### config.mk
export PLATFORM = sky130hd
export DESIGN_NAME = ssr_self_refresh_ctrl
export DESIGN_NICKNAME = d
export VERILOG_FILES = /design/src/ssr_pkg.sv /design/src/ssr_self_refresh_ctrl.sv /design/src/ssr_tick_div.sv
export SDC_FILE = /design/constraint.sdc
export NUM_CORES = 1
export LEC_CHECK = 0
export BUFFER_PORTS_ARGS = -buffer_cell sky130_fd_sc_hd__buf_4
export CAP_MARGIN = 10
export CORE_UTILIZATION = 46
export DETAILED_ROUTE_END_ITERATION = 6
export MAX_ROUTING_LAYER = met4
export PLACE_DENSITY = 0.72
export SYNTH_ARGS = -nofsm -noshare
export SYNTH_HDL_FRONTEND = slang
export SYNTH_SLANG_ARGS = --single-unit
export TNS_END_PERCENT = 100
### constraint.sdc
create_clock -name sys_clk -period 1.3 [get_ports sys_clk]
set_input_delay 0.065 -clock sys_clk [delete_from_list [all_inputs] [get_ports sys_clk]]
set_output_delay 0.065 -clock sys_clk [all_outputs]
set_load 0.005 [all_outputs]
### src/ssr_pkg.sv
/*
  ssr_pkg: constants and types for the sdram self refresh control block.
  assumes: 16-bit register port, memory clock equal to sys_clk.
*/
package ssr_pkg;

  ////////////////////////////////////////////////////////////////////////////
  // register map
  localparam int          ADDR_W          = 16;
  localparam int          DATA_W          = 16;
  localparam logic [15:0] CTRL_OFFSET     = 16'h1c08;
  localparam logic [15:0] STATUS_OFFSET   = 16'h1c0c;

  ////////////////////////////////////////////////////////////////////////////
  // control register fields
  localparam int          SR_ENABLE_BIT   = 0;
  localparam int          REENTRY_BIT     = 1;
  localparam int          RSV2_BIT        = 2;
  localparam int          RSV_LO_LSB      = 3;
  localparam int          RSV_LO_MSB      = 6;
  localparam int          IDLE_LSB        = 8;
  localparam int          IDLE_MSB        = 15;

  ////////////////////////////////////////////////////////////////////////////
  // status register fields
  localparam int          ST_SR_BIT       = 0;
  localparam int          ST_WOKEN_BIT    = 1;
  localparam int          ST_CNT_LSB      = 8;
  localparam int          ST_CNT_MSB      = 15;

  ////////////////////////////////////////////////////////////////////////////
  // reset values and limits
  localparam logic        REENTRY_RST     = 1'b0;
  localparam logic        RSV2_RST        = 1'b0;
  localparam logic [3:0]  RSV_LO_RST      = 4'h3;
  localparam logic [7:0]  IDLE_RST        = 8'h0f;
  localparam logic [7:0]  IDLE_MIN        = 8'h02;

  ////////////////////////////////////////////////////////////////////////////
  // timing: idle count tick is one quarter of the memory clock
  localparam int          TICK_DIV        = 4;

  ////////////////////////////////////////////////////////////////////////////
  // states
  typedef enum logic [1:0] {
    SSR_AWAKE = 2'b00,
    SSR_SELF  = 2'b01,
    SSR_WOKEN = 2'b10
  } ssr_state_t;

endpackage : ssr_pkg

### src/ssr_self_refresh_ctrl.sv
/*
  ssr_self_refresh_ctrl: self refresh entry, exit and automatic re-entry
  for an external sdram, with its control and status registers.
  assumes: a command sequencer that issues the sdram commands on the
  enter and exit pulses; access request and served strobes on sys_clk.
*/
// Our own choice: the plain strobed port.
// Functional notes
// - writing one to enable bit enters self refresh
// - writing zero exits; reset leaves sdram awake
// - enable bit is write-only, reads zero
// - re-entry bit allows return after access wake
// - idle count elapses, quarter clock, min two
// - reserved bit two resets zero, no effect
`timescale 1ns/10ps
module ssr_self_refresh_ctrl
#(
  parameter int DIV = ssr_pkg::TICK_DIV
) (
  input  wire logic                      sys_clk,
  input  wire logic                      reset_n,
  input  wire logic [ssr_pkg::ADDR_W-1:0] reg_addr,
  input  wire logic [ssr_pkg::DATA_W-1:0] reg_wdata,
  input  wire logic                      reg_wr,
  input  wire logic                      reg_rd,
  output logic      [ssr_pkg::DATA_W-1:0] reg_rdata,
  input  wire logic                      mem_access_req,
  input  wire logic                      mem_access_served,
  output logic                           mem_access_ready,
  output logic                           sr_enter_cmd,
  output logic                           sr_exit_cmd,
  output logic                           sr_active
);
  import ssr_pkg::*;

  ////////////////////////////////////////////////////////////////////////////
  // reset release through two flops

  logic rst_meta;
  logic rst_n;

  always_ff @(posedge sys_clk or negedge reset_n) begin
    if (!reset_n) begin
      rst_meta <= 1'b0;
      rst_n    <= 1'b0;
    end else begin
      rst_meta <= 1'b1;
      rst_n    <= rst_meta;
    end
  end

  ////////////////////////////////////////////////////////////////////////////
  // address decode

  wire ctrl_sel   = (reg_addr == CTRL_OFFSET);
  wire status_sel = (reg_addr == STATUS_OFFSET);
  wire ctrl_wr    = reg_wr && ctrl_sel;

  wire       wr_sr_bit   = reg_wdata[SR_ENABLE_BIT];
  wire       wr_enter    = ctrl_wr && wr_sr_bit;
  wire       wr_exit     = ctrl_wr && !wr_sr_bit;
  wire [7:0] wr_idle_raw = reg_wdata[IDLE_MSB:IDLE_LSB];

  ////////////////////////////////////////////////////////////////////////////
  // control register storage

  logic       reentry_en;
  logic       rsv2;
  logic [3:0] rsv_lo;
  logic [7:0] idle_reload;

  logic       next_reentry_en;
  logic       next_rsv2;
  logic [3:0] next_rsv_lo;
  logic [7:0] next_idle_reload;

  // values below the minimum are raised to it
  wire [7:0] wr_idle_clamped = (wr_idle_raw < IDLE_MIN) ? IDLE_MIN : wr_idle_raw;

  assign next_reentry_en  = ctrl_wr ? reg_wdata[REENTRY_BIT] : reentry_en;
  // reserved bits hold their value only for readback
  assign next_rsv2        = ctrl_wr ? reg_wdata[RSV2_BIT] : rsv2;
  assign next_rsv_lo      = ctrl_wr ? reg_wdata[RSV_LO_MSB:RSV_LO_LSB] : rsv_lo;
  assign next_idle_reload = ctrl_wr ? wr_idle_clamped : idle_reload;

  always_ff @(posedge sys_clk or negedge rst_n) begin
    if (!rst_n) begin
      reentry_en  <= REENTRY_RST;
      rsv2        <= RSV2_RST;
      rsv_lo      <= RSV_LO_RST;
      idle_reload <= IDLE_RST;
    end else begin
      reentry_en  <= next_reentry_en;
      rsv2        <= next_rsv2;
      rsv_lo      <= next_rsv_lo;
      idle_reload <= next_idle_reload;
    end
  end

  ////////////////////////////////////////////////////////////////////////////
  // idle tick at one quarter of the memory clock

  logic      idle_tick;
  ssr_state_t state;
  ssr_state_t next_state;

  wire access_seen = mem_access_req || mem_access_served;
  wire tick_restart = (state != SSR_WOKEN) || access_seen;

  ssr_tick_div #(
    .DIV     (DIV)
  ) u_tick (
    .sys_clk (sys_clk),
    .rst_n   (rst_n),
    .restart (tick_restart),
    .tick    (idle_tick)
  );

  ////////////////////////////////////////////////////////////////////////////
  // idle counter

  logic [7:0] idle_cnt;
  logic [7:0] next_idle_cnt;

  wire idle_done = (idle_cnt == 8'h00);
  wire cnt_load  = (state != SSR_WOKEN) || access_seen;

  assign next_idle_cnt = cnt_load ? idle_reload :
                         (idle_tick && !idle_done) ? idle_cnt - 8'h01 :
                         idle_cnt;

  always_ff @(posedge sys_clk or negedge rst_n) begin
    if (!rst_n) begin
      idle_cnt <= IDLE_RST;
    end else begin
      idle_cnt <= next_idle_cnt;
    end
  end

  ////////////////////////////////////////////////////////////////////////////
  // self refresh state machine

  logic next_enter;
  logic next_exit;

  wire reentry_due = reentry_en && idle_done && !access_seen;

  always_comb begin
    next_state = state;
    next_enter = 1'b0;
    next_exit  = 1'b0;
    unique case (state)
      SSR_AWAKE: begin
        if (wr_enter) begin
          next_state = SSR_SELF;
          next_enter = 1'b1;
        end
      end
      SSR_SELF: begin
        if (wr_exit) begin
          next_state = SSR_AWAKE;
          next_exit  = 1'b1;
        end else if (mem_access_req) begin
          // wake for the access; keep awake unless re-entry is on
          next_state = next_reentry_en ? SSR_WOKEN : SSR_AWAKE;
          next_exit  = 1'b1;
        end
      end
      SSR_WOKEN: begin
        if (wr_exit) begin
          next_state = SSR_AWAKE;
        end else if (wr_enter) begin
          next_state = SSR_SELF;
          next_enter = 1'b1;
        end else if (!reentry_en) begin
          next_state = SSR_AWAKE;
        end else if (reentry_due) begin
          next_state = SSR_SELF;
          next_enter = 1'b1;
        end
      end
      default: begin
        next_state = SSR_AWAKE;
      end
    endcase
  end

  wire next_sr_active = (next_state == SSR_SELF);

  always_ff @(posedge sys_clk or negedge rst_n) begin
    if (!rst_n) begin
      state        <= SSR_AWAKE;
      sr_enter_cmd <= 1'b0;
      sr_exit_cmd  <= 1'b0;
      sr_active    <= 1'b0;
    end else begin
      state        <= next_state;
      sr_enter_cmd <= next_enter;
      sr_exit_cmd  <= next_exit;
      sr_active    <= next_sr_active;
    end
  end

  ////////////////////////////////////////////////////////////////////////////
  // memory side outputs

  assign mem_access_ready = (state != SSR_SELF) && !sr_exit_cmd;

  ////////////////////////////////////////////////////////////////////////////
  // read back

  logic [DATA_W-1:0] ctrl_view;
  logic [DATA_W-1:0] status_view;
  logic [DATA_W-1:0] next_rdata;

  always_comb begin
    ctrl_view                        = '0;
    ctrl_view[SR_ENABLE_BIT]         = 1'b0;
    ctrl_view[REENTRY_BIT]           = reentry_en;
    ctrl_view[RSV2_BIT]              = rsv2;
    ctrl_view[RSV_LO_MSB:RSV_LO_LSB] = rsv_lo;
    ctrl_view[IDLE_MSB:IDLE_LSB]     = idle_reload;
  end

  always_comb begin
    status_view                      = '0;
    status_view[ST_SR_BIT]           = (state == SSR_SELF);
    status_view[ST_WOKEN_BIT]        = (state == SSR_WOKEN);
    status_view[ST_CNT_MSB:ST_CNT_LSB] = idle_cnt;
  end

  assign next_rdata = !reg_rd    ? '0 :
                      ctrl_sel   ? ctrl_view :
                      status_sel ? status_view :
                      '0;

  always_ff @(posedge sys_clk or negedge rst_n) begin
    if (!rst_n) begin
      reg_rdata <= '0;
    end else begin
      reg_rdata <= next_rdata;
    end
  end

endmodule : ssr_self_refresh_ctrl

### src/ssr_tick_div.sv
/*
  ssr_tick_div: divides sys_clk into a one-cycle tick every DIV cycles.
  assumes: synchronous reset copy from the top; restart re-aligns the phase.
*/
`timescale 1ns/10ps
module ssr_tick_div #(
  parameter int DIV = 4
) (
  input  wire logic sys_clk,
  input  wire logic rst_n,
  input  wire logic restart,
  output logic      tick
);

  localparam int CW = $clog2(DIV);
  localparam logic [CW-1:0] LAST = CW'(DIV - 1);

  logic [CW-1:0] phase;
  logic [CW-1:0] next_phase;
  logic          next_tick;

  ////////////////////////////////////////////////////////////////////////////
  // phase counter
  assign next_phase = (restart || phase == LAST) ? '0 : phase + CW'(1);
  assign next_tick  = !restart && (phase == LAST);

  always_ff @(posedge sys_clk or negedge rst_n) begin
    if (!rst_n) begin
      phase <= '0;
      tick  <= 1'b0;
    end else begin
      phase <= next_phase;
      tick  <= next_tick;
    end
  end

endmodule : ssr_tick_div
# After elaboration in Yosys (flattened, before gate mapping)
# Cells that the tools add are included.
# Widths: inputs -> output; s select.
# op_classes
eq_ne,8
reduce_logical,19
n_addsub,2
n_lt_le_gt_ge,1
muxes,26
# op_table
op,n
$mux 16,3
$eq 16x13->1 const B,2
$mux 8,3
$mux 2,9
$mux 1,9
$logic_and 1x1->1,8
$logic_not 8->1,1
$lt 8x2->1 const B,1
$sub 8x1->8 const B,1
$pmux 2 s3,1
$logic_not 1->1,5
$eq 2x1->1 const B,2
$eq 2x2->1 const B,2
$logic_or 1x1->1,3
$add 2x1->2 const B,1
$logic_not 2->1,1
$ne 2x1->1 const B,1
$ne 2x2->1 const B,1
$pmux 1 s2,1
$reduce_bool 2->1,1
# word_totals
elab_cells,70
output_inout_bits,20
inputBits,38
reg_bits,48

# Longest topological paths before layout
# Gate-level depths: netlist of the first run.
# logic_depth
word_depth,9
ltp_mapped,6
depth_no_buf,6

# Cells and area by module
# From an unflattened synthesis of the first run, not the netlist that was laid out.
# hier_totals
cells_unflattened,183
area_unflattened_um2,2177.1
# by_module_without_submodules
mod,instances,cells_per_inst,seq_area_each_um2,area_per_inst_um2
ssr_self_refresh_ctrl,1,176,1113.6,2065.7
ssr_tick_div,1,7,75.1,111.4

# Worst setup path after synthesis of the first run
# No wires, ideal clock.
# synth_path
kind,flip-flop to flip-flop
startpoint,register idle_cnt[0]
endpoint,register idle_cnt[1]
synth_period_minus_slack_ps,1832
setup_time_ps,79
path_slack_ps,-532
stages_incl_launch_ff,7
arrival_ps,1754
t_required_ps,1221
n_path_buf,0
cell_sequence,dfstp_2 -> inv_1 -> ha_1 -> or3b_2 -> o21ai_1 -> mux2_2 -> o21ai_0
# synth_between
elab_chain_len,4
word_cells_on_any_way,7
classes_between,add/sub (1); mux (2); reduce/logical (4)
# synth_lines
item,line_no,source
start: declaration,ssr_self_refresh_ctrl.sv:122,logic [7:0] idle_cnt;
start signal: assignment,ssr_self_refresh_ctrl.sv:136,idle_cnt <= next_idle_cnt;
"parallel branches: the longest is 4 deep, another holds $sub 8x1->8",--,
# Parallel ways; which one is timed is not known. The select of a mux whose other input is x is not followed.
# A chain may end at the register's enable or synchronous reset.

# Final worst setup path of the first run
# layout_path
startpoint,register idle_cnt[4]
endpoint,register idle_cnt[4]
# The elaborated chain is that of the path after synthesis.

==> impl_metrics.toml, run 1 <==
[run_status]
status = "finished, violations left"
violations = "setup timing"

[grt]
grt_pass1_vias = 1895
grt_first_pass_wirelength_um = 8990
overflow = 0
grt.met1_usage_pct = 30.9
antenna_found_initial = 0
grt_max_degree = 46
met2_usage_pct = 40.5
top_usage_layer = "met2"
grt_use_met3_pct = 5.38
grt_usage_pct = 24.7

[floorplanning]
io_pins = 58
rows = 24
die_w_um = 69.7
core_region_area_um2 = 4380
die_y_um = 69.7
initial_utilization_pct = 48.0
die_area_um2 = 4850

[setup_path]
crit_type = "register to register"
cp_max_fo = 6
path_cells = "or4_4 > nor3_4 > o211ai_1 > o21a_1"
slowest_stage = "or4_4"
arrival_ns = 1.86
cpPeakStageDelay_ns = 0.57
critPathBufInv = 0
end_kind = "register"
crit_path_start_kind = "register"
critical_path.top_delay_family = "simple AND/OR/NAND/NOR gates"
crit_required_ns = 1.50

[power]
clkPwrFrac_pct = 26.8
power_density_nw_per_um2 = 1030
sequentialPowerShare_pct = 47.5
p_int_uw = 2380
switching_power_uw = 924
swShare_pct = 27.9
combPwrFrac_pct = 25.7
leakage_uw = 0.00153
vdd.ir_drop.worst_mv = 0.473

[route]
routedWlPerCell_um = 16.1
first_pass_iters = 4
drc = 0
drtIter0Drc = 133
wirelength_um = 5440
vias = 1809
routed_via_density = 5.37
ant_nets = 0

[synthesis]
synth_top_area_share_pct = 44.0
synth_nets = 226
yosys_most_used_dff = "dfrtp_1"
synth_top_area_cell = "dfrtp_1"
synth_common_cells = "37 x dfrtp_1, 15 x nor2_1, 13 x nand2_1, 12 x mux2_2, 12 x mux2i_1"
ys_ff_latch = 47
synth.distinct_cells = 40
async_reset_ff_share_pct = 100
synth_area_um2 = 2110
syn_avg_cell_area_um2 = 11.4
ys_seq_area_share_pct = 56.4
yosysMostFrequentCell = "dfrtp_1"
synth_cells = 185
synthTopCellsByArea = "dfrtp_1 44%, dfstp_2 12%, mux2_2 6.4%"
ys_warn_count = 0
synth_edf_count = 0

[clocking]
clk_latency_ns = 0.30
cts_root_buf = "clkbuf_8"
path_clk_slew_ns = 0.09
htree_levels = 2
cts_tree = "done"
clock-sinks = 47
clockBufferDepth = 2
numCtsBuffers = 5

[sta]
maxSlewViolCount = 0
fin_tns_setup_ns = -3.80
post-route-min-period_ns = 1.67
period_share_pct = 128
finalSetupViolCount = 12
hold_viol_final = 0
skew_ns = 0.00622
worst_slack_ns = -0.366
fmax_ghz = 0.600
rsz0062_at_grt = "yes"

[finish]
nets = 325
final_cell_count_no_fill = 337
fillers = 297
diodes = 0
area_growth_pct = 52.5
drive_gt1_share_pct = 51.9

[placement]
globalplace.congestion = 0.834
dp_slack_ns = -0.334
hpwl_um = 3790
portBuffers = 55
dpl.cell_count = 314

[job]
cap_violations = 0

[min_path]
hp-class = "input pin to register"
[state kept, by name (all words and copies together) (netlist names)]
name	flops
sr_enter_cmd	1
idle_reload	8
sr_active	1
rst_n	1
u_tick.phase	2
rst_meta	1
sr_exit_cmd	1
idle_cnt	8
reg_rdata	15
rsv_lo	4
rsv2	1
reentry_en	1
state	2
u_tick.tick	1
[cell families (layout without fill, tap and decap cells)]
logic type               count (synthesis)  in the layout  synth area share (%)
multiplexers                            24             24                  12.1
buffers and inverters                   10            110                  2.14
other                                    2              2                 0.357
XOR/XNOR                                 2              2                 0.832
AND/OR/NAND/NOR                         69             69                  18.5
adder cells (fa/ha/maj)                  3              3                  1.78
flip-flops                              47             47                  56.4
AO/OA/AOI/OAI                           28             28                  7.78
[cell usage in the layout (no fill, tap or decap), drive strengths merged]
master	count
buf	90
dfrtp	37
nor2	16
nand2	13
mux2i	12
mux2	12
o21ai	11
dfstp	10
dlygate4sd3	8
a21oi	8
nor3b	7
clkbuf	5
nor3	4
inv	4
nor4	4
nand2b	3
o21a	3
o211ai	3
nor2b	3
or4	3
nand3	3
ha	3
nand4	2
and3	2
a211oi	2
conb	2
clkinvlp	2
nor4b	2
or3	2
a211o	1
nor4bb	1
and4	1
or3b	1
and2	1
xnor2	1
or2	1
xor2	1
clkinv	1
[layer usage]
metal	wire length (um)	share of wire [%]
met5	0	0
met4	104	1.9
met3	309	5.7
met2	2660	49
met1	2370	44
[worst reg2reg max path, stage by stage (launching register included)]
cell	delay (ns)
dfrtp_1	0.43
or4_4	0.57
nor3_4	0.28
o211ai_1	0.16
o21a_1	0.13
[final timing paths]
kind	from	to	slack [ns]	cells past startpoint
worst max-delay path	idle_cnt[4]	idle_cnt[4]	-0.37	4
worst min register to register	rst_n	reg_rdata[10]	0.24	1
max in group asynchronous	rst_n	idle_cnt[3]	0.79	1
worst min-delay path	reg_wdata[13]	idle_reload[5]	0.008	2
min in group asynchronous	reset_n	rst_n	0.08	2
worst max register to register	idle_cnt[4]	idle_cnt[4]	-0.37	4
[area by class of cell]
cell class / count / area, um2 / share of cell area (%)
clock buffers: 5 / 68.8 / 2.14
clock inverters: 3 / 20.0 / 0.624
inverters: 4 / 17.5 / 0.546
multi-input cells: 128 / 1050 / 32.8
flip-flops and latches: 47 / 1190 / 37.1
well taps: 52 / 65.1 / 2.03
repair buffers: 98 / 796 / 24.8
[metrics by stage]
stage | instance area, um2 | util (%) | hold slack (ns) | power, uW
finish | 3210 | 73.2 | 0.00766 | 3310
global route | 3210 | 73.2 | 0.000592 | 3440
CTS | 3130 | 71.3 | 0.000571 | 3200
detailed placement | 2910 | 66.4 | -0.151 | 2200
global placement | 2910 | 66.4 | -0.151 | 2200
floorplan | 2230 | - | -0.231 | 1860
[power groups by stage]
stage | Sequential, uW | Clock, uW | Combinational, uW
floorplan | 1620 | 0 | 244
global placement | 1590 | 0 | 608
detailed placement | 1590 | 0 | 615
CTS | 1570 | 897 | 738
global route | 1580 | 952 | 911
finish | 1570 | 888 | 849
[timing repair]
action | 4_1_cts | 5_1_grt
resized for setup | 9 | 15
hold buffers | 8 | 0
hold endpoints to repair | 9 | 0
pin swaps | 6 | 8
setup buffers | 3 | 4
setup endpoints to repair | 13 | 13
No activity file was read; power rests on OpenSTA's default activity.
==> run 2: changes to the inputs <==
- MAX_ROUTING_LAYER: met4 -> not set
- RECOVER_POWER: not set -> 25
==> run 2 against run 1 <==
Effect of this change:
- the flow still finishes with violations (setup timing)
- first-iteration DRC count up 9.0%
- routed wire length up 0.94%
- cell count up 0.59%
- critical path type unchanged
- flip-flop and latch count unchanged
- register-to-register slack about the same
==> impl_metrics.toml, run 2 (same netlist as run 1, synthesis figures left out) <==
[finish]
fillers = 296
mostFrequentLayoutCell = "buf_4"
area_growth_pct = 52.6
largest_register_ffs = 15
final-seq-area_um2 = 1190
diodes = 0
nets = 327
drive_gt1_share_pct = 51.2
top_regs = "reg_rdata x15, idle_cnt x8, idle_reload x8"
stdcell_area_um2 = 3210
largest_register = "reg_rdata"
multi_input_area_um2 = 1050
final_cell_mix = "83 x buf_4, 36 x dfrtp_1, 13 x nor2_1"

[sta]
hold_viol_final = 0
max-slew-margin-rel_pct = 60.8
tightest_slew_ns = 0.588
fin_tns_setup_ns = -3.81
period_share_pct = 129
fmax_ghz = 0.598
maxSlewViolCount = 0
post-route-min-period_ns = 1.67
rsz0062_at_grt = "yes"
finalSetupViolCount = 12
worst_slack_ns = -0.373
skew_ns = 0.00979

[setup_path]
crit_type = "register to register"
r2r_cells = 4
cpPeakStageDelay_ns = 0.57
crit_path_start_kind = "register"
path_cells = "or4_4 > nor3_4 > o211ai_1 > o21a_1"
r2r-start = "idle_cnt[4]"
critical_path.top_delay_family = "simple AND/OR/NAND/NOR gates"
regToRegSetupSlack_ns = -0.37
cp_max_fo = 6
r2r_end = "idle_cnt[4]"
critPathBufInv = 0
slowest_stage = "or4_4"
end_kind = "register"
crit_required_ns = 1.50
arrival_ns = 1.87

[power]
vdd.ir_drop.worst_mv = 0.472
power_density_nw_per_um2 = 1030
leakage_uw = 0.00153

[route]
routed_via_density = 5.34
first_pass_iters = 4
drtIter0Drc = 145
wirelength_um = 5490
ant_nets = 0
routedWlPerCell_um = 16.2
drc = 0
vias = 1810

[min_path]
hold-path-endpoint = "idle_reload[7]"
hp-class = "input pin to register"
hold_depth = 2
worstHoldStart = "reg_wdata[15]"

[placement]
dp_slack_ns = -0.334
portBuffers = 55
hpwl_um = 3790
placed_area_um2 = 2910
globalplace.congestion = 0.822

[floorplanning]
die_area_um2 = 4850
die_y_um = 69.7
rows = 24
io_pins = 58
core_region_area_um2 = 4380
die_w_um = 69.7
initial_utilization_pct = 48.0

[clocking]
cts_root_buf = "clkbuf_8"
clockBufferDepth = 2
clk_latency_ns = 0.31
cts_tree = "done"
clock-sinks = 47
numCtsBuffers = 5
htree_levels = 2
path_clk_slew_ns = 0.09

[grt]
antenna_found_initial = 0
grt_usage_pct = 24.1
grt_pass1_vias = 1896
grt_max_degree = 46
grt_first_pass_wirelength_um = 9010
overflow = 0

[run_status]
status = "finished, violations left"
violations = "setup timing"

[job]
cap_violations = 0
[run 2: cell type report]
| cell class | count | share of cell area, % |
|---|---|---|
| well taps | 52 | 2.02 |
| clock buffers | 5 | 2.14 |
| inverters | 4 | 0.545 |
| clock inverters | 3 | 0.623 |
| flip-flops and latches | 47 | 37.0 |
| repair buffers | 100 | 24.9 |
| multi-input cells | 128 | 32.8 |
[run 2: through the flow]
step	instances	utilization (%)	hold slack (ns)	power (uW)
floorplan	185	-	-0.231	1860
global placement	314	66.4	-0.151	2200
detailed placement	314	66.4	-0.151	2200
CTS	333	71.3	0.000571	3200
global route	339	73.3	0.000566	3440
finish	339	73.3	0.0117	3310
[run 2: layer usage]
layer | track usage, % | up-vias | part of all wire, %
li1 | - | 854 | -
met1 | 30.8 | 882 | 44
met2 | 40.6 | 66 | 49
met3 | 5.81 | 8 | 5.0
met4 | 7.11 | 0 | 1.8
met5 | 0 | - | 0
[run 2: worst max path at each step]
| stage | startpoint | to | slack, ns | cells past startpoint |
|---|---|---|---|---|
| after global placement | idle_cnt[0] | idle_cnt[1] | -0.32 | 6 |
| after global routing | idle_cnt[0] | idle_cnt[1] | -0.44 | 6 |
| after detailed placement | idle_cnt[0] | idle_cnt[1] | -0.33 | 6 |
| final | idle_cnt[4] | idle_cnt[4] | -0.37 | 4 |
| after CTS | idle_cnt[3] | idle_cnt[1] | -0.35 | 4 |
| after floorplan | idle_cnt[1] | idle_cnt[1] | -0.32 | 6 |
[run 2: repair_timing]
item                                    CTS  global route
endpoints found under the setup margin   13            13
endpoints found under the hold margin     9             2
hold buffers                              8             2
buffers inserted                          3             4
pin swaps                                 6             8
resized for setup                         9            15
[run 2: where the power goes]
| group | internal, uW | total [uW] | switching (uW) | leakage [uW] |
|---|---|---|---|---|
| Clock | 375 | 887 | 512 | 0.0000402 |
| Sequential | 1530 | 1570 | 41.8 | 0.000608 |
| Combinational | 479 | 852 | 373 | 0.000877 |
| Total | 2380 | 3310 | 927 | 0.00153 |
==> run 3: changes to the inputs <==
- CORE_MARGIN: not set -> 4
==> run 3 against run 2 <==
Effect of this change:
- the run still ends with setup timing left
- routed wire length shrank 1.4%
- sequential share of layout area fell by 0.40 points
- core utilization increased by 0.80 points
- sequential power hardly changed
- via count fell by 1.1%
- fmax increased by 0.14%
- worst setup slack better by 0.0024 ns
- first-iteration DRC count is 21% lower
- count of clock-buffer cells in the layout stayed put
- global-route usage decreased by 3.0 points
- worst hold slack got worse by 0.0032 ns
- combinational power decreased by 5.6%
- critical endpoint is now idle_cnt[7]
- largest power group unchanged
==> impl_metrics.toml, run 3 (same netlist as run 1, synthesis figures left out) <==
[finish]
drive_gt1_share_pct = 51.9
fillers = 312
mostFrequentLayoutCell = "buf_4"
largest_register_ffs = 15
largest_register = "reg_rdata"
stdcell_area_um2 = 3250
diodes = 0
area_growth_pct = 54.3
top_regs = "reg_rdata x15, idle_cnt x8, idle_reload x8"
nets = 327
final_cell_mix = "85 x buf_4, 36 x dfrtp_1, 14 x nor2_1"

[grt]
grt_max_degree = 29
grt_use_met3_pct = 5.54
met2_usage_pct = 34.7
grt_first_pass_wirelength_um = 8910
antenna_found_initial = 0
grt_pass1_vias = 1817
overflow = 0
top_usage_layer = "met2"
grt.met1_usage_pct = 27.8
grt_usage_pct = 21.1

[placement]
hpwl_um = 3960
globalplace.congestion = 0.824
portBuffers = 55
dp_slack_ns = -0.357
placed_area_um2 = 2920

[sta]
hold_viol_final = 0
maxSlewViolCount = 0
worst_slack_ns = -0.370
max-slew-margin-rel_pct = 38.4
rsz0062_at_grt = "yes"
fmax_ghz = 0.599
skew_ns = 0.00427
post-route-min-period_ns = 1.67
period_share_pct = 128
finalSetupViolCount = 12
tightest_slew_ns = 0.925

[setup_path]
crit_required_ns = 1.49
cpPeakStageDelay_ns = 0.57
slowest_stage = "or4_4"
crit_path_start_kind = "register"
crit_type = "register to register"
end_kind = "register"
critical_path.top_delay_family = "simple AND/OR/NAND/NOR gates"
r2r_end = "idle_cnt[7]"
regToRegSetupSlack_ns = -0.37
critPathBufInv = 0
r2r-start = "idle_cnt[4]"
r2r_cells = 4
arrival_ns = 1.86
path_cells = "or4_4 > nor4_2 > mux2i_1 > o21ai_1"
cp_max_fo = 5

[route]
wirelength_um = 5420
ant_nets = 0
vias = 1790
routedWlPerCell_um = 16.0
drtIter0Drc = 114
drc = 0
first_pass_iters = 4
routed_via_density = 5.28

[floorplanning]
die_w_um = 75.7
rows = 24
io_pins = 58
die_y_um = 75.7
initial_utilization_pct = 48.0
die_area_um2 = 5720
core_region_area_um2 = 4380

[run_status]
violations = "setup timing"
status = "finished, violations left"

[power]
leakage_uw = 0.00153
sequentialPowerShare_pct = 45.6
vdd.ir_drop.worst_mv = 0.802
combPwrFrac_pct = 23.3
clkPwrFrac_pct = 31.1
power_density_nw_per_um2 = 1060
swShare_pct = 26.0
p_int_uw = 2550
switching_power_uw = 894

[job]
cap_violations = 0

[clocking]
clockBufferDepth = 2
cts_tree = "done"
htree_levels = 2
path_clk_slew_ns = 0.09
cts_root_buf = "clkbuf_8"
numCtsBuffers = 5
clock-sinks = 47
clk_latency_ns = 0.30

[min_path]
worstHoldStart = "reg_wdata[13]"
hold-path-endpoint = "idle_reload[5]"
hold_depth = 2
hp-class = "input pin to register"
==> run 3: worst max path at each step <==
stage	depth (start not counted)	start	endpoint	slack [ns]
after floorplan	6	idle_cnt[1]	idle_cnt[1]	-0.32
after global placement	6	idle_cnt[0]	idle_cnt[1]	-0.32
after detailed placement	6	idle_cnt[0]	idle_cnt[1]	-0.36
after CTS	4	idle_cnt[2]	idle_cnt[1]	-0.35
after global routing	6	idle_cnt[1]	idle_cnt[1]	-0.42
final	4	idle_cnt[4]	idle_cnt[7]	-0.37
==> run 3: through the flow <==
| step | hold slack, ns | cells | setup TNS, ns | power, uW | util (%) |
|---|---|---|---|---|---|
| floorplan | -0.231 | 185 | -2.25 | 1860 | - |
| global placement | -0.151 | 317 | -4.64 | 2200 | 66.6 |
| detailed placement | -0.148 | 317 | -5.01 | 2200 | 66.6 |
| CTS | 0.00382 | 337 | -3.45 | 3380 | 72.5 |
| global route | 0.00538 | 339 | -4.29 | 3580 | 74.1 |
| finish | 0.00841 | 339 | -3.64 | 3440 | 74.1 |
==> run 3: cell type report <==
class                           instances  area (um2)  share of cell area (%)
Clock inverter                          3        43.8                    1.35
Timing Repair Buffer                  100         786                    24.2
Sequential cell                        47        1190                    36.6
Clock buffer                            5        68.8                    2.12
Multi-Input combinational cell        128        1080                    33.2
Inverter                                4        17.5                   0.539
Tap cell                               52        65.1                    2.00
==> run 3: power by group through the flow <==
stage | sequential, uW | clock, uW | combinational (uW)
final | 1570 | 1070 | 804
after global routing | 1570 | 1140 | 873
after CTS | 1560 | 1080 | 736
after detailed placement | 1590 | 0 | 616
after global placement | 1590 | 0 | 610
after floorplan | 1620 | 0 | 244
==> run 3: metal layers <==
layer,vias up,wire length [um]
li1,857,-
met1,870,2330
met2,58,2680
met3,5,351
met4,0,55
met5,-,0
==> run 3: what timing repair did <==
action	4_1_cts	5_1_grt
setup endpoints to repair	13	13
buffers inserted	5	2
gates resized for setup	14	13
hold buffers	7	0
pin swaps	6	7
endpoints found under the hold margin	8	0
